[config.mk]
export PLATFORM = sky130hd
export DESIGN_NAME = timer16_pwm
export DESIGN_NICKNAME = d
export VERILOG_FILES = /design/src/rtl/tmr_pkg.sv /design/src/rtl/timer16_pwm.sv
export SDC_FILE = /design/constraint.sdc
export NUM_CORES = 1
export LEC_CHECK = 0
export ABC_AREA = 1
export ABC_CLOCK_PERIOD_IN_PS = 1900
export BUFFER_PORTS_ARGS = -buffer_cell sky130_fd_sc_hd__buf_2
export CAP_MARGIN = 20
export CORE_MARGIN = 4
export CORE_UTILIZATION = 56
export CTS_BUF_LIST = sky130_fd_sc_hd__clkbuf_4 sky130_fd_sc_hd__clkbuf_8
export DETAILED_ROUTE_END_ITERATION = 8
export PLACE_DENSITY = 0.76
export SYNTH_ARGS = -nofsm -noshare
export SYNTH_HDL_FRONTEND = slang
export SYNTH_SLANG_ARGS = --single-unit
[constraint.sdc]
create_clock -name CLK_I -period 1.9 [get_ports CLK_I]
set_input_delay 0.38 -clock CLK_I [delete_from_list [all_inputs] [get_ports CLK_I]]
set_output_delay 0.38 -clock CLK_I [all_outputs]
set_load 0.05 [all_outputs]
[src/rtl/tmr_pkg.sv]
// Package for the 16-bit PWM timer: register offsets, field layouts,
// reset values and the power state encoding.
// Assumes a 32-bit APB slave; each 8-bit register occupies one aligned word.
package tmr_pkg;

  // ===========================================================
  // Register byte addresses.
  localparam logic [7:0] ADDR_CTRL2 = 8'h00;
  localparam logic [7:0] ADDR_CTRL1 = 8'h04;
  localparam logic [7:0] ADDR_CSR = 8'h08;
  localparam logic [7:0] ADDR_CAP1_HI = 8'h0c;
  localparam logic [7:0] ADDR_CAP1_LO = 8'h10;
  localparam logic [7:0] ADDR_CMP1_HI = 8'h14;
  localparam logic [7:0] ADDR_CMP1_LO = 8'h18;
  localparam logic [7:0] ADDR_CNT_HI = 8'h1c;
  localparam logic [7:0] ADDR_CNT_LO = 8'h20;
  localparam logic [7:0] ADDR_ACNT_HI = 8'h24;
  localparam logic [7:0] ADDR_ACNT_LO = 8'h28;
  localparam logic [7:0] ADDR_CAP2_HI = 8'h2c;
  localparam logic [7:0] ADDR_CAP2_LO = 8'h30;
  localparam logic [7:0] ADDR_CMP2_HI = 8'h34;
  localparam logic [7:0] ADDR_CMP2_LO = 8'h38;
  localparam logic [7:0] ADDR_SYSCTL = 8'h3c;

  // ===========================================================
  // Field positions.
  localparam int CSR_FLAG_LSB = 3;
  localparam int CSR_TIMD_BIT = 2;
  localparam int SYS_MASK_BIT = 0;
  localparam int SYS_HALT_BIT = 1;

  // ===========================================================
  // Reset values and counter constants.
  localparam logic [15:0] CMP_RESET = 16'h8000;
  localparam logic [15:0] CNT_RESET = 16'hfffc;
  localparam logic [15:0] CNT_RELOAD = 16'hfffc;
  localparam logic [15:0] CNT_TOP = 16'hffff;
  localparam logic [7:0] CTRL_RESET = 8'h00;
  localparam logic MASK_RESET = 1'b1;

  // ===========================================================
  // Clock select codes.
  localparam logic [1:0] CLK_DIV4 = 2'b00;
  localparam logic [1:0] CLK_DIV2 = 2'b01;
  localparam logic [1:0] CLK_DIV8 = 2'b10;
  localparam logic [1:0] CLK_EXT = 2'b11;
  localparam logic [2:0] PRESC_DIV2_END = 3'h1;
  localparam logic [2:0] PRESC_DIV4_END = 3'h3;
  localparam logic [2:0] PRESC_DIV8_END = 3'h7;

  typedef struct packed {
    logic capture_irq_enable;
    logic compare_irq_enable;
    logic overflow_irq_enable;
    logic force_level_two;
    logic force_level_one;
    logic second_match_level;
    logic capture_one_edge;
    logic first_match_level;
  } ctrl1_t;

  typedef struct packed {
    logic compare_pin_route_enable;
    logic compare_two_pin_enable;
    logic single_pulse_enable;
    logic pwm_enable;
    logic [1:0] timer_clock_select;
    logic capture_two_edge;
    logic ext_clock_edge;
  } ctrl2_t;

  // Flag vector order: capture one, compare one, overflow, capture two, compare two.
  typedef struct packed {
    logic capture_one_flag;
    logic compare_one_flag;
    logic overflow_flag;
    logic capture_two_flag;
    logic compare_two_flag;
  } flags_t;

  typedef enum logic [1:0] {
    PWR_RUN = 2'b01,
    PWR_HALT = 2'b10
  } pwr_state_t;

endpackage : tmr_pkg

[src/rtl/timer16_pwm.sv]
// 16-bit timer with output compare, input capture, PWM mode and HALT support.
// Assumes all inputs synchronous to CLK_I and an APB master on the register port.
//
// Notes on behaviour
// - PWM period match reloads the counter with FFFCh.
// - PWM pulse match drives the first level bit onto the pin.
// - PWM period match drives the second level bit onto the pin.
// - First level one, second zero gives high pulse of period minus pulse.
// - Equal level bits keep the pin constant.
// - Each interval lasts compare value plus five ticks.
// - Writing a compare high byte inhibits it until its low byte is written.
// - PWM mode never sets either compare flag.
// - PWM period match sets capture one flag, may interrupt.
// - PWM disconnects capture pin one; capture pin two still works.
// - PWM enable wins over single pulse enable.
// - Flash variant: second compare register write only, reads return zero.
// - Flash variant: no second capture registers, its flag held zero.
// - WAIT leaves the timer running; enabled interrupts wake from WAIT.
// - HALT freezes registers and counter; interrupt wake resumes the count.
// - Capture edge during HALT arms; interrupt wake sets flag, captures count.
// - Flags gated by their enables; wake WAIT, never HALT.
// - All events share one interrupt, gated by enable and CPU mask.
// - Four control/status registers and six 16-bit data pairs.
// - Software configures PWM; device routes compare signal to pin.
// - Compare registers double buffered in PWM, applied at period end.
// - Clock select: 00 div4, 01 div2, 10 div8, 11 external.
//
// The placing of the registers and the APB slave port were left to the implementer.
`timescale 1ns/1ns
`default_nettype none

module timer16_pwm
  import tmr_pkg::*;
#(
  parameter bit FLASH_VARIANT = 1'b0
) (
  input wire logic CLK_I,
  input wire logic ARST_N_I,
  input wire logic PSEL_I,
  input wire logic PENABLE_I,
  input wire logic PWRITE_I,
  input wire logic [7:0] PADDR_I,
  input wire logic [31:0] PWDATA_I,
  output logic [31:0] PRDATA_O,
  output logic PREADY_O,
  output logic PSLVERR_O,
  input wire logic EXT_CLK_I,
  input wire logic CAPTURE_PIN_ONE_I,
  input wire logic CAPTURE_PIN_TWO_I,
  input wire logic HALT_WAKE_I,
  output logic COMPARE_OUTPUT_PIN_O,
  output logic COMPARE_OUTPUT_OE_O,
  output logic IRQ_O,
  output logic WAIT_WAKE_O
);

  // ===========================================================
  // Register state.
  ctrl1_t ctrl1_q;
  ctrl2_t ctrl2_q;
  flags_t flags_q, flags_d, arm_q, set_evt, clr_evt;
  pwr_state_t pwr_q;
  logic [15:0] cnt_q, acnt_q, cmp1_q, cmp2_q, cmp1_act_q, cmp2_act_q, cap1_q, cap2_q;
  logic [2:0] presc_q;
  logic [1:0] halt_arm_q;
  logic [31:0] prdata_q;
  logic timer_off_q, cpu_mask_q, cmp1_inh_q, cmp2_inh_q;
  logic ext_prev_q, cap1_prev_q, cap2_prev_q;
  logic pin_q, oe_q, irq_q, wake_q, pready_q, pslverr_q;
  logic [7:0] wbyte;
  logic acc_done, wr_done, rd_done, pwm_mode, running, sel_tick, tick, halt_exit, halted;
  logic period_hit, pulse_hit, cmp1_hit, cmp2_hit, overflow_hit, cap1_evt, cap2_evt, irq_req;

  // ===========================================================
  // Bus decode helpers.
  function automatic logic addr_known(input logic [7:0] a);
    addr_known = (a <= ADDR_SYSCTL) && (a[1:0] == 2'b00);
  endfunction : addr_known

  function automatic logic edge_seen(input logic now, input logic prev, input logic rising);
    edge_seen = rising ? (now & ~prev) : (~now & prev);
  endfunction : edge_seen

  // A transfer completes at the edge where the registered ready is seen high.
  assign acc_done = PSEL_I & PENABLE_I & pready_q;
  assign wr_done = acc_done & PWRITE_I & addr_known(PADDR_I);
  assign rd_done = acc_done & ~PWRITE_I & addr_known(PADDR_I);
  assign wbyte = PWDATA_I[7:0];

  // PWM overrides single pulse mode entirely when both are set.
  assign pwm_mode = ctrl2_q.pwm_enable;
  assign halted = (pwr_q == PWR_HALT);
  assign halt_exit = halted & HALT_WAKE_I;

  // ===========================================================
  // Tick generation from the prescaler or the external clock pin.
  always_comb begin
    case (ctrl2_q.timer_clock_select)
      CLK_DIV4: sel_tick = (presc_q[1:0] == PRESC_DIV4_END[1:0]);
      CLK_DIV2: sel_tick = (presc_q[0] == PRESC_DIV2_END[0]);
      CLK_DIV8: sel_tick = (presc_q == PRESC_DIV8_END);
      default: sel_tick = edge_seen(EXT_CLK_I, ext_prev_q, ctrl2_q.ext_clock_edge);
    endcase
  end

  // Timer disable and HALT both freeze the count; WAIT has no effect at all.
  assign running = ~halted & ~timer_off_q;
  assign tick = running & sel_tick;

  // Matching at the tick and reloading on it stretches every interval by five ticks.
  assign period_hit = tick & pwm_mode & ~cmp2_inh_q & (cnt_q == cmp2_act_q);
  assign pulse_hit = tick & pwm_mode & ~cmp1_inh_q & (cnt_q == cmp1_act_q);
  assign cmp1_hit = tick & ~pwm_mode & ~cmp1_inh_q & (cnt_q == cmp1_q);
  assign cmp2_hit = tick & ~pwm_mode & ~cmp2_inh_q & (cnt_q == cmp2_q);
  assign overflow_hit = tick & ~period_hit & (cnt_q == CNT_TOP);

  // Capture one is disconnected in PWM mode; capture two stays live.
  assign cap1_evt = ~halted & ~pwm_mode
    & edge_seen(CAPTURE_PIN_ONE_I, cap1_prev_q, ctrl1_q.capture_one_edge);
  assign cap2_evt = ~halted & ~FLASH_VARIANT
    & edge_seen(CAPTURE_PIN_TWO_I, cap2_prev_q, ctrl2_q.capture_two_edge);

  // ===========================================================
  // Prescaler and edge history.
  always_ff @(posedge CLK_I or negedge ARST_N_I) begin
    if (!ARST_N_I) begin
      presc_q <= 3'h0;
      ext_prev_q <= 1'b0;
      cap1_prev_q <= 1'b0;
      cap2_prev_q <= 1'b0;
    end else begin
      if (running) begin
        presc_q <= presc_q + 3'h1;
      end
      ext_prev_q <= EXT_CLK_I;
      cap1_prev_q <= CAPTURE_PIN_ONE_I;
      cap2_prev_q <= CAPTURE_PIN_TWO_I;
    end
  end

  // ===========================================================
  // Free-running counter and its alternate copy.
  always_ff @(posedge CLK_I or negedge ARST_N_I) begin
    if (!ARST_N_I) begin
      cnt_q <= CNT_RESET;
      acnt_q <= CNT_RESET;
    end else if (period_hit) begin
      cnt_q <= CNT_RELOAD;
      acnt_q <= CNT_RELOAD;
    end else if (tick) begin
      cnt_q <= cnt_q + 16'h0001;
      acnt_q <= acnt_q + 16'h0001;
    end
  end

  // ===========================================================
  // Compare registers, high-byte inhibit and PWM double buffering.
  always_ff @(posedge CLK_I or negedge ARST_N_I) begin
    if (!ARST_N_I) begin
      cmp1_q <= CMP_RESET;
      cmp2_q <= CMP_RESET;
      cmp1_inh_q <= 1'b0;
      cmp2_inh_q <= 1'b0;
    end else if (wr_done) begin
      case (PADDR_I)
        ADDR_CMP1_HI: {cmp1_q[15:8], cmp1_inh_q} <= {wbyte, 1'b1};
        ADDR_CMP1_LO: {cmp1_q[7:0], cmp1_inh_q} <= {wbyte, 1'b0};
        ADDR_CMP2_HI: {cmp2_q[15:8], cmp2_inh_q} <= {wbyte, 1'b1};
        ADDR_CMP2_LO: {cmp2_q[7:0], cmp2_inh_q} <= {wbyte, 1'b0};
        default: begin
        end
      endcase
    end
  end

  // Active copies follow freely outside PWM; in PWM only at the period end, so a
  // half-updated value never shortens the running period.
  always_ff @(posedge CLK_I or negedge ARST_N_I) begin
    if (!ARST_N_I) begin
      cmp1_act_q <= CMP_RESET;
      cmp2_act_q <= CMP_RESET;
    end else if (!pwm_mode || period_hit) begin
      cmp1_act_q <= cmp1_q;
      cmp2_act_q <= cmp2_q;
    end
  end

  // ===========================================================
  // Capture registers, including captures armed during HALT.
  always_ff @(posedge CLK_I or negedge ARST_N_I) begin
    if (!ARST_N_I) begin
      cap1_q <= 16'h0000;
      cap2_q <= 16'h0000;
      halt_arm_q <= 2'b00;
    end else begin
      if (halted && !halt_exit) begin
        if (edge_seen(CAPTURE_PIN_ONE_I, cap1_prev_q, ctrl1_q.capture_one_edge) && !pwm_mode) begin
          halt_arm_q[0] <= 1'b1;
        end
        if (edge_seen(CAPTURE_PIN_TWO_I, cap2_prev_q, ctrl2_q.capture_two_edge)) begin
          halt_arm_q[1] <= ~FLASH_VARIANT;
        end
      end else if (halt_exit) begin
        halt_arm_q <= 2'b00;
      end
      if (cap1_evt || (halt_exit && halt_arm_q[0])) begin
        cap1_q <= cnt_q;
      end
      if (cap2_evt || (halt_exit && halt_arm_q[1])) begin
        cap2_q <= cnt_q;
      end
    end
  end

  // ===========================================================
  // Status flags: a CSR read with the flag set arms its clear, then an access to
  // the matching low byte clears it. A new event in the clearing cycle wins.
  always_comb begin
    set_evt.capture_one_flag = cap1_evt | period_hit | (halt_exit & halt_arm_q[0]);
    set_evt.compare_one_flag = cmp1_hit;
    set_evt.overflow_flag = overflow_hit;
    set_evt.capture_two_flag = cap2_evt | (halt_exit & halt_arm_q[1]);
    set_evt.compare_two_flag = cmp2_hit & ~FLASH_VARIANT;
    clr_evt.capture_one_flag = acc_done & (PADDR_I == ADDR_CAP1_LO) & arm_q.capture_one_flag;
    clr_evt.compare_one_flag = acc_done & (PADDR_I == ADDR_CMP1_LO) & arm_q.compare_one_flag;
    clr_evt.overflow_flag = acc_done & (PADDR_I == ADDR_CNT_LO) & arm_q.overflow_flag;
    clr_evt.capture_two_flag = acc_done & (PADDR_I == ADDR_CAP2_LO) & arm_q.capture_two_flag;
    clr_evt.compare_two_flag = acc_done & (PADDR_I == ADDR_CMP2_LO) & arm_q.compare_two_flag;
    flags_d = set_evt | (flags_q & ~clr_evt);
  end

  always_ff @(posedge CLK_I or negedge ARST_N_I) begin
    if (!ARST_N_I) begin
      flags_q <= '0;
      arm_q <= '0;
    end else begin
      flags_q <= flags_d;
      if (rd_done && (PADDR_I == ADDR_CSR)) begin
        arm_q <= (arm_q | flags_q) & ~clr_evt;
      end else begin
        arm_q <= arm_q & ~clr_evt;
      end
    end
  end

  // ===========================================================
  // Control registers, system bits and the power state.
  always_ff @(posedge CLK_I or negedge ARST_N_I) begin
    if (!ARST_N_I) begin
      ctrl1_q <= ctrl1_t'(CTRL_RESET);
      ctrl2_q <= ctrl2_t'(CTRL_RESET);
      timer_off_q <= 1'b0;
      cpu_mask_q <= MASK_RESET;
    end else if (wr_done) begin
      case (PADDR_I)
        ADDR_CTRL1: ctrl1_q <= ctrl1_t'(wbyte);
        ADDR_CTRL2: ctrl2_q <= ctrl2_t'(wbyte);
        ADDR_CSR: timer_off_q <= wbyte[CSR_TIMD_BIT];
        ADDR_SYSCTL: cpu_mask_q <= wbyte[SYS_MASK_BIT];
        default: begin
        end
      endcase
    end
  end

  // HALT is entered by software and left only by an external wake; timer
  // events never leave HALT. A reset wake restarts from the reset values.
  always_ff @(posedge CLK_I or negedge ARST_N_I) begin
    if (!ARST_N_I) begin
      pwr_q <= PWR_RUN;
    end else begin
      case (pwr_q)
        PWR_RUN: begin
          if (wr_done && (PADDR_I == ADDR_SYSCTL) && wbyte[SYS_HALT_BIT]) begin
            pwr_q <= PWR_HALT;
          end
        end
        PWR_HALT: begin
          if (HALT_WAKE_I) begin
            pwr_q <= PWR_RUN;
          end
        end
        default: pwr_q <= PWR_RUN;
      endcase
    end
  end

  // ===========================================================
  // Compare output pin; the latch is forced low at reset.
  always_ff @(posedge CLK_I or negedge ARST_N_I) begin
    if (!ARST_N_I) begin
      pin_q <= 1'b0;
      oe_q <= 1'b0;
    end else begin
      if (pwm_mode) begin
        if (period_hit) begin
          pin_q <= ctrl1_q.second_match_level;
        end else if (pulse_hit) begin
          pin_q <= ctrl1_q.first_match_level;
        end
      end else if (cmp1_hit || ctrl1_q.force_level_one) begin
        pin_q <= ctrl1_q.first_match_level;
      end
      oe_q <= ctrl2_q.compare_pin_route_enable & ~timer_off_q;
    end
  end

  // ===========================================================
  // Shared interrupt and WAIT wake-up.
  assign irq_req = |(flags_q & {ctrl1_q.capture_irq_enable, ctrl1_q.compare_irq_enable,
    ctrl1_q.overflow_irq_enable, ctrl1_q.capture_irq_enable, ctrl1_q.compare_irq_enable});

  always_ff @(posedge CLK_I or negedge ARST_N_I) begin
    if (!ARST_N_I) begin
      irq_q <= 1'b0;
      wake_q <= 1'b0;
    end else begin
      irq_q <= irq_req & ~cpu_mask_q;
      wake_q <= irq_req & ~halted;
    end
  end

  // ===========================================================
  // APB slave: one wait state, registered read data and error.
  always_ff @(posedge CLK_I or negedge ARST_N_I) begin
    if (!ARST_N_I) begin
      pready_q <= 1'b0;
      prdata_q <= 32'h0000_0000;
      pslverr_q <= 1'b0;
    end else begin
      pready_q <= PSEL_I & PENABLE_I & ~pready_q;
      pslverr_q <= PSEL_I & PENABLE_I & ~pready_q & ~addr_known(PADDR_I);
      prdata_q <= 32'h0000_0000;
      if (PSEL_I && PENABLE_I && !pready_q && !PWRITE_I) begin
        case (PADDR_I)
          ADDR_CTRL1: prdata_q[7:0] <= ctrl1_q;
          ADDR_CTRL2: prdata_q[7:0] <= ctrl2_q;
          ADDR_CSR: prdata_q[7:0] <= {flags_q, timer_off_q, 2'b00};
          ADDR_CAP1_HI: prdata_q[7:0] <= cap1_q[15:8];
          ADDR_CAP1_LO: prdata_q[7:0] <= cap1_q[7:0];
          ADDR_CMP1_HI: prdata_q[7:0] <= cmp1_q[15:8];
          ADDR_CMP1_LO: prdata_q[7:0] <= cmp1_q[7:0];
          ADDR_CNT_HI: prdata_q[7:0] <= cnt_q[15:8];
          ADDR_CNT_LO: prdata_q[7:0] <= cnt_q[7:0];
          ADDR_ACNT_HI: prdata_q[7:0] <= acnt_q[15:8];
          ADDR_ACNT_LO: prdata_q[7:0] <= acnt_q[7:0];
          ADDR_CAP2_HI: prdata_q[7:0] <= FLASH_VARIANT ? 8'h00 : cap2_q[15:8];
          ADDR_CAP2_LO: prdata_q[7:0] <= FLASH_VARIANT ? 8'h00 : cap2_q[7:0];
          ADDR_CMP2_HI: prdata_q[7:0] <= FLASH_VARIANT ? 8'h00 : cmp2_q[15:8];
          ADDR_CMP2_LO: prdata_q[7:0] <= FLASH_VARIANT ? 8'h00 : cmp2_q[7:0];
          ADDR_SYSCTL: prdata_q[7:0] <= {6'h00, halted, cpu_mask_q};
          default: prdata_q <= 32'h0000_0000;
        endcase
      end
    end
  end

  assign PRDATA_O = prdata_q;
  assign PREADY_O = pready_q;
  assign PSLVERR_O = pslverr_q;
  assign COMPARE_OUTPUT_PIN_O = pin_q;
  assign COMPARE_OUTPUT_OE_O = oe_q;
  assign IRQ_O = irq_q;
  assign WAIT_WAKE_O = wake_q;

endmodule : timer16_pwm

`default_nettype wire

Yosys cells after proc, flatten, opt, wreduce, memory -nomap -nowiden
Cells that the tools add are included.
W data, S select, Z words.
{"block": "totals", "reg_bits": 206, "in_bits": 49, "elab_cells": 227}
{"block": "op_classes", "addsub": 3, "order_cmp": 1, "n_eq_ne": 31, "n_mux": 24, "bitwise": 73, "reduce_logical": 42}
{"cell": "$pmux W8 S16", "n": 1}
{"cell": "$eq A16 B16 Y1", "n": 4}
{"cell": "$eq A8 B6 Y1 const B", "n": 8}
{"cell": "$mux W16", "n": 4}
{"cell": "$and A1 B1 Y1", "n": 47}
{"cell": "$add A16 B1 Y16 const B", "n": 2}
{"cell": "$eq A8 B5 Y1 const B", "n": 4}
{"cell": "$reduce_and A2 Y1", "n": 14}
{"cell": "$and A5 B5 Y5", "n": 4}
{"cell": "$eq A16 B16 Y1 const B", "n": 1}
{"cell": "$eq A8 B4 Y1 const B", "n": 2}
{"cell": "$not A1 Y1", "n": 16}
{"cell": "$logic_and A1 B1 Y1", "n": 11}
{"cell": "$or A5 B5 Y5", "n": 2}
{"cell": "$reduce_bool A2 Y1", "n": 5}
{"cell": "$mux W1", "n": 9}
{"cell": "$eq A8 B3 Y1 const B", "n": 1}
{"cell": "$le A8 B6 Y1 const B", "n": 1}
{"cell": "$logic_not A8 Y1", "n": 1}
{"cell": "$mux W2", "n": 4}
{"cell": "$mux W8", "n": 1}
{"cell": "$eq A2 B2 Y1 const B", "n": 3}
{"cell": "$mux W5", "n": 1}
{"cell": "$not A5 Y5", "n": 1}
{"cell": "other kinds (14)", "n": 27}

Longest topological paths before layout
{"block": "logic_depth", "depth_word": 12, "mapped_depth": 14, "ltp_nobuf": 13}

Worst setup path after synthesis
Ideal clock, no wire load.
{"block": "synth_path", "path_type": "flip-flop to flip-flop", "startpoint": "register pready_q (netlist: PREADY_O)", "endpoint": "register cmp1_q[2]", "setup_ns": 0.127, "t_arrival_ns": 1.807, "required_ns": 1.773, "path_slack_ns": -0.034, "path_stages_with_launch": 7, "period_less_slack_ns": 1.934, "cell_sequence": "dfrtp_1 nand3_1 nor3_4 inv_2 nor2_2 buf_2 o21ai_0"}
{"block": "synth_via", "elab_chain_len": 4}
{"item": "start: declaration", "line": "timer16_pwm.sv:69", "source": "logic pin_q, oe_q, irq_q, wake_q, pready_q, pslverr_q;"}
{"item": "start signal: assignment", "line": "timer16_pwm.sv:331", "source": "pready_q <= PSEL_I & PENABLE_I & ~pready_q;"}
{"item": "$and A1 B1 Y1", "line": "timer16_pwm.sv:85", "source": "assign acc_done = PSEL_I & PENABLE_I & pready_q;"}
{"item": "$and A1 B1 Y1 (2 in series)", "line": "timer16_pwm.sv:86", "source": "assign wr_done = acc_done & PWRITE_I & addr_known(PADDR_I);"}
{"item": "$reduce_and A2 Y1 (no line)"}
{"item": "end signal: assignment", "line": "timer16_pwm.sv:167", "source": "ADDR_CMP1_LO: {cmp1_q[7:0], cmp1_inh_q} <= {wbyte, 1'b0};"}
{"item": "end: declaration", "line": "timer16_pwm.sv:63", "source": "logic [15:0] cnt_q, acnt_q, cmp1_q, cmp2_q, cmp1_act_q, cmp2_act_q, cap1_q, cap2_q;"}
No other way between the ends.
A chain may end at the register's enable or synchronous reset.

Final worst setup path
{"block": "layout_path", "startpoint": "register cnt_q[3]", "endpoint": "register cmp2_act_q[6]"}
{"block": "layout_via", "elab_chain_len": 3}
{"item": "start: declaration", "line": "timer16_pwm.sv:63"}
{"item": "start signal: assignment", "line": "timer16_pwm.sv:151", "source": "cnt_q <= cnt_q + 16'h0001;"}
{"item": "$eq A16 B16 Y1", "line": "timer16_pwm.sv:111", "source": "assign period_hit = tick & pwm_mode & ~cmp2_inh_q & (cnt_q == cmp2_act_q);"}
{"item": "$and A1 B1 Y1", "line": "timer16_pwm.sv:111"}
{"item": "$logic_or A1 B1 Y1", "line": "timer16_pwm.sv:182", "source": "end else if (!pwm_mode || period_hit) begin"}
{"item": "end signal: assignment", "line": "timer16_pwm.sv:184", "source": "cmp2_act_q <= cmp2_q;"}
{"item": "end: declaration", "line": "timer16_pwm.sv:63"}
No other way between the ends.

==> impl_metrics.py <==
metrics = {
    "global_route": {
        "antenna_found_initial": 0,
        "grt_max_degree": 53,
        "grt_pass1_vias": 8566,
        "grt_pass1_wl_um": 46240,
        "overflow": 0,
        "grt_usage_pct": 30.15,
    },
    "timing": {
        "fin_crit_ps": 1903,
        "max_freq_ghz": 0.5254,
        "slew_viol_final": 0,
        "fin_crit_sh_pct": 100.2,
        "hold_viol": 0,
        "finClkSkew_ps": 10.11,
        "rsz0062_at_grt": "yes",
        "setup_slack_ps": -3.240,
        "finalSetupViolCount": 1,
    },
    "synth": {
        "async_flop_share_pct": 100.0,
        "synth_edf_count": 0,
        "synth_warnings": 0,
        "synthFlopType": "dfrtp_1",
        "synth_commonest_cells": "nand2_1 (308), inv_1 (162), dfrtp_1 (148), o21ai_0 (136), nor2_1 (132)",
        "seq_area_frac_synth_pct": 47.28,
        "yosysTopAreaCellShare_pct": 38.09,
        "synthTopCellsByArea": "dfrtp_1 (38%), nand2_1 (12%), dfstp_2 (9.2%)",
        "syn_area_um2": 9723,
        "syn_area_per_cell_um2": 7.747,
        "synthCells": 1255,
        "post_synth_num_cell_types": 45,
        "synth.ff_latch_count": 182,
        "synth_top_area_cell": "dfrtp_1",
        "yosysMostFrequentCell": "nand2_1",
    },
    "power": {
        "p_switching_uw": 2947,
        "clkPwrFrac_pct": 30.3,
        "seq_power_share_pct": 48.5,
        "p_int_uw": 6152,
        "combPwrFrac_pct": 21.3,
        "ir_drop_uv": 734.1,
        "powerDensity_nw_per_um2": 794.9,
        "leakagePower_uw": 0.005551,
        "p_total_uw": 9099,
        "p_sw_share_pct": 32.39,
    },
    "clock_network": {
        "clkLatencyLatePin_ps": 470,
        "cts-root-buf": "clkbuf_8",
        "clockBufferDepth": 2,
        "numClockSinks": 182,
        "clk_pin_slew_ps": 100,
        "cts_tree": "built",
        "htree_levels": 4,
        "cts_buffers": 17,
    },
    "worst_setup_path": {
        "worstPathArrival_ps": 2300,
        "path_class": "register to register",
        "critPathRequiredTime_ps": 2300,
        "cp_max_fo": 18,
        "cp-end-kind": "register",
        "cp-start-kind": "register",
    },
    "routing": {
        "via_per_inst": 5.662,
        "postRouteAntennaNets": 0,
        "route.detailed.wl_per_inst_um": 18.54,
        "drc_errors": 0,
        "drt_wl_total_um": 29880,
        "dr.pass1.iters": 6,
        "vias": 9122,
        "drt_iter0_drc": 1009,
    },
    "placement": {
        "portBuffers": 38,
        "gp_congestion": 0.9952,
        "placedCellCount": 1565,
        "place_ws_ps": -76.12,
        "dp_hpwl_um": 21810,
    },
    "floorplan": {
        "start_util_pct": 57.81,
        "die_area_um2": 19530,
        "fp.dieW_um": 139.8,
        "ios": 87,
        "rows": 47,
        "chipHeight_um": 139.8,
        "coreArea_um2": 16820,
    },
    "outcome": {
        "violations": "negative setup slack",
        "status": "finished, violations left",
    },
    "layout": {
        "syn_to_final_growth_pct": 17.73,
        "drive_gt1_share_pct": 21.35,
        "instances_no_fill": 1611,
        "diodes": 0,
        "finalNetCount": 1431,
    },
    "hold_path": {
        "min_path_type": "primary input to register",
    },
    "job": {
        "maxCapViolCount": 0,
    },
}
final cells by class:
type,count,area (um^2)
Clock inverter,14,170.2
Inverter,173,660.6
Tap cell,220,275.3
Sequential cell,182,4601
Clock buffer,18,241.5
Fill cell,1392,5371
Multi-Input combinational cell,861,4325
Timing Repair Buffer,143,1174
cell usage in the layout (no fill, tap or decap), drive strengths merged, types with 3 or more instances in the layout:
cell type,Yosys,layout
o21ai,149,149
nor2,143,143
xor2,13,13
clkbuf,3,21
ha,4,4
o22ai,39,39
conb,1,24
buf,59,139
dfstp,34,34
inv,172,178
a21oi,30,30
nand3b,4,4
clkinv,1,5
xnor2,14,14
nor4,3,3
nand3,75,75
a211oi,3,3
dfrtp,148,148
a22o,3,3
nand4,19,19
nand2,313,313
nor3,13,13
what timing repair did:
item                                    4_1_cts  5_1_grt
hold endpoints to repair                     39        0
buffers inserted                              6        3
cloned                                        2        3
hold buffers                                  1        0
endpoints found under the setup margin       30       68
pin swaps                                     5       13
gates resized for setup                      15       75
registers in the layout, indices dropped and copies added, names as in the netlist, 5 cells and up:
signal and flops:
acnt_q 16, cap1_q 16, cap2_q 16, cmp1_act_q 16
cmp1_q 16, cmp2_act_q 16, cmp2_q 16, cnt_q 16
PRDATA_O 8, ctrl1_q 8, ctrl2_q 7, arm_q 5
flags_q 5
critical path, cell delays in order (launching register included):
cell     delay (ps)
dfstp_2         610
nor2_1           80
nor2_1           80
nand2_1          60
nor2_2          130
nand2_2         100
nor2_4          190
nand2_4         100
nand2_8         140
buf_16          180
nand2_1          60
o21ai_0          70
routing by layer:
metal,track usage (%),wire (um),vias up
met5,0,0,-
met4,11.01,1103,0
met3,7.136,2948,89
met2,46.47,13490,506
met1,41.82,12330,4292
li1,-,-,4235
path summary, 6_finish.rpt:
kind / startpoint / endpoint / slack (ps) / cells after the start
setup reg to reg: cnt_q[3] / cmp2_act_q[6] / -3 / 11
setup / recovery: cnt_q[3] / cmp2_act_q[6] / -3 / 11
hold reg to reg: PREADY_O / PREADY_O / 480 / 1
hold / removal: CAPTURE_PIN_TWO_I / cap2_prev_q / 30 / 1
min in group asynchronous: ARST_N_I / cmp2_act_q[1] / 410 / 2
max in group asynchronous: ARST_N_I / cmp1_act_q[15] / 800 / 3
through the flow:
| step | util (%) | hold slack (ps) | TNS, ps | instance area (um^2) |
|---|---|---|---|---|
| final | 68.06 | 34.62 | -3.240 | 11450 |
| after global routing | 68.06 | 12.62 | -2488 | 11450 |
| after CTS | 66.45 | 21.05 | 0 | 11180 |
| after detailed placement | 63.09 | 383.6 | -1050 | 10610 |
| after global placement | 63.09 | 382.6 | -233.1 | 10610 |
| after floorplan | - | 84.41 | 0 | 9811 |
power by group through the flow:
stage / Combinational, uW / Clock [uW] / Sequential [uW]
final: 1930 / 2750 / 4410
after floorplan: 1150 / 0 / 4370
after global placement: 1710 / 0 / 4440
after detailed placement: 1750 / 0 / 4460
after global routing: 2130 / 2940 / 4450
after CTS: 1790 / 2770 / 4390
kinds of logic after synthesis:
logic type / count (synthesis) / share of synthesized area (%)
AO/OA/AOI/OAI: 229 / 12.59
XOR/XNOR: 27 / 2.432
adder cells (fa/ha/maj): 4 / 0.5148
buffers and inverters: 235 / 11.48
flip-flops: 182 / 47.28
multiplexers: 2 / 0.2316
other: 1 / 0.03857
AND/OR/NAND/NOR: 575 / 25.44
Note: power is estimated with default switching activity, not from simulation.
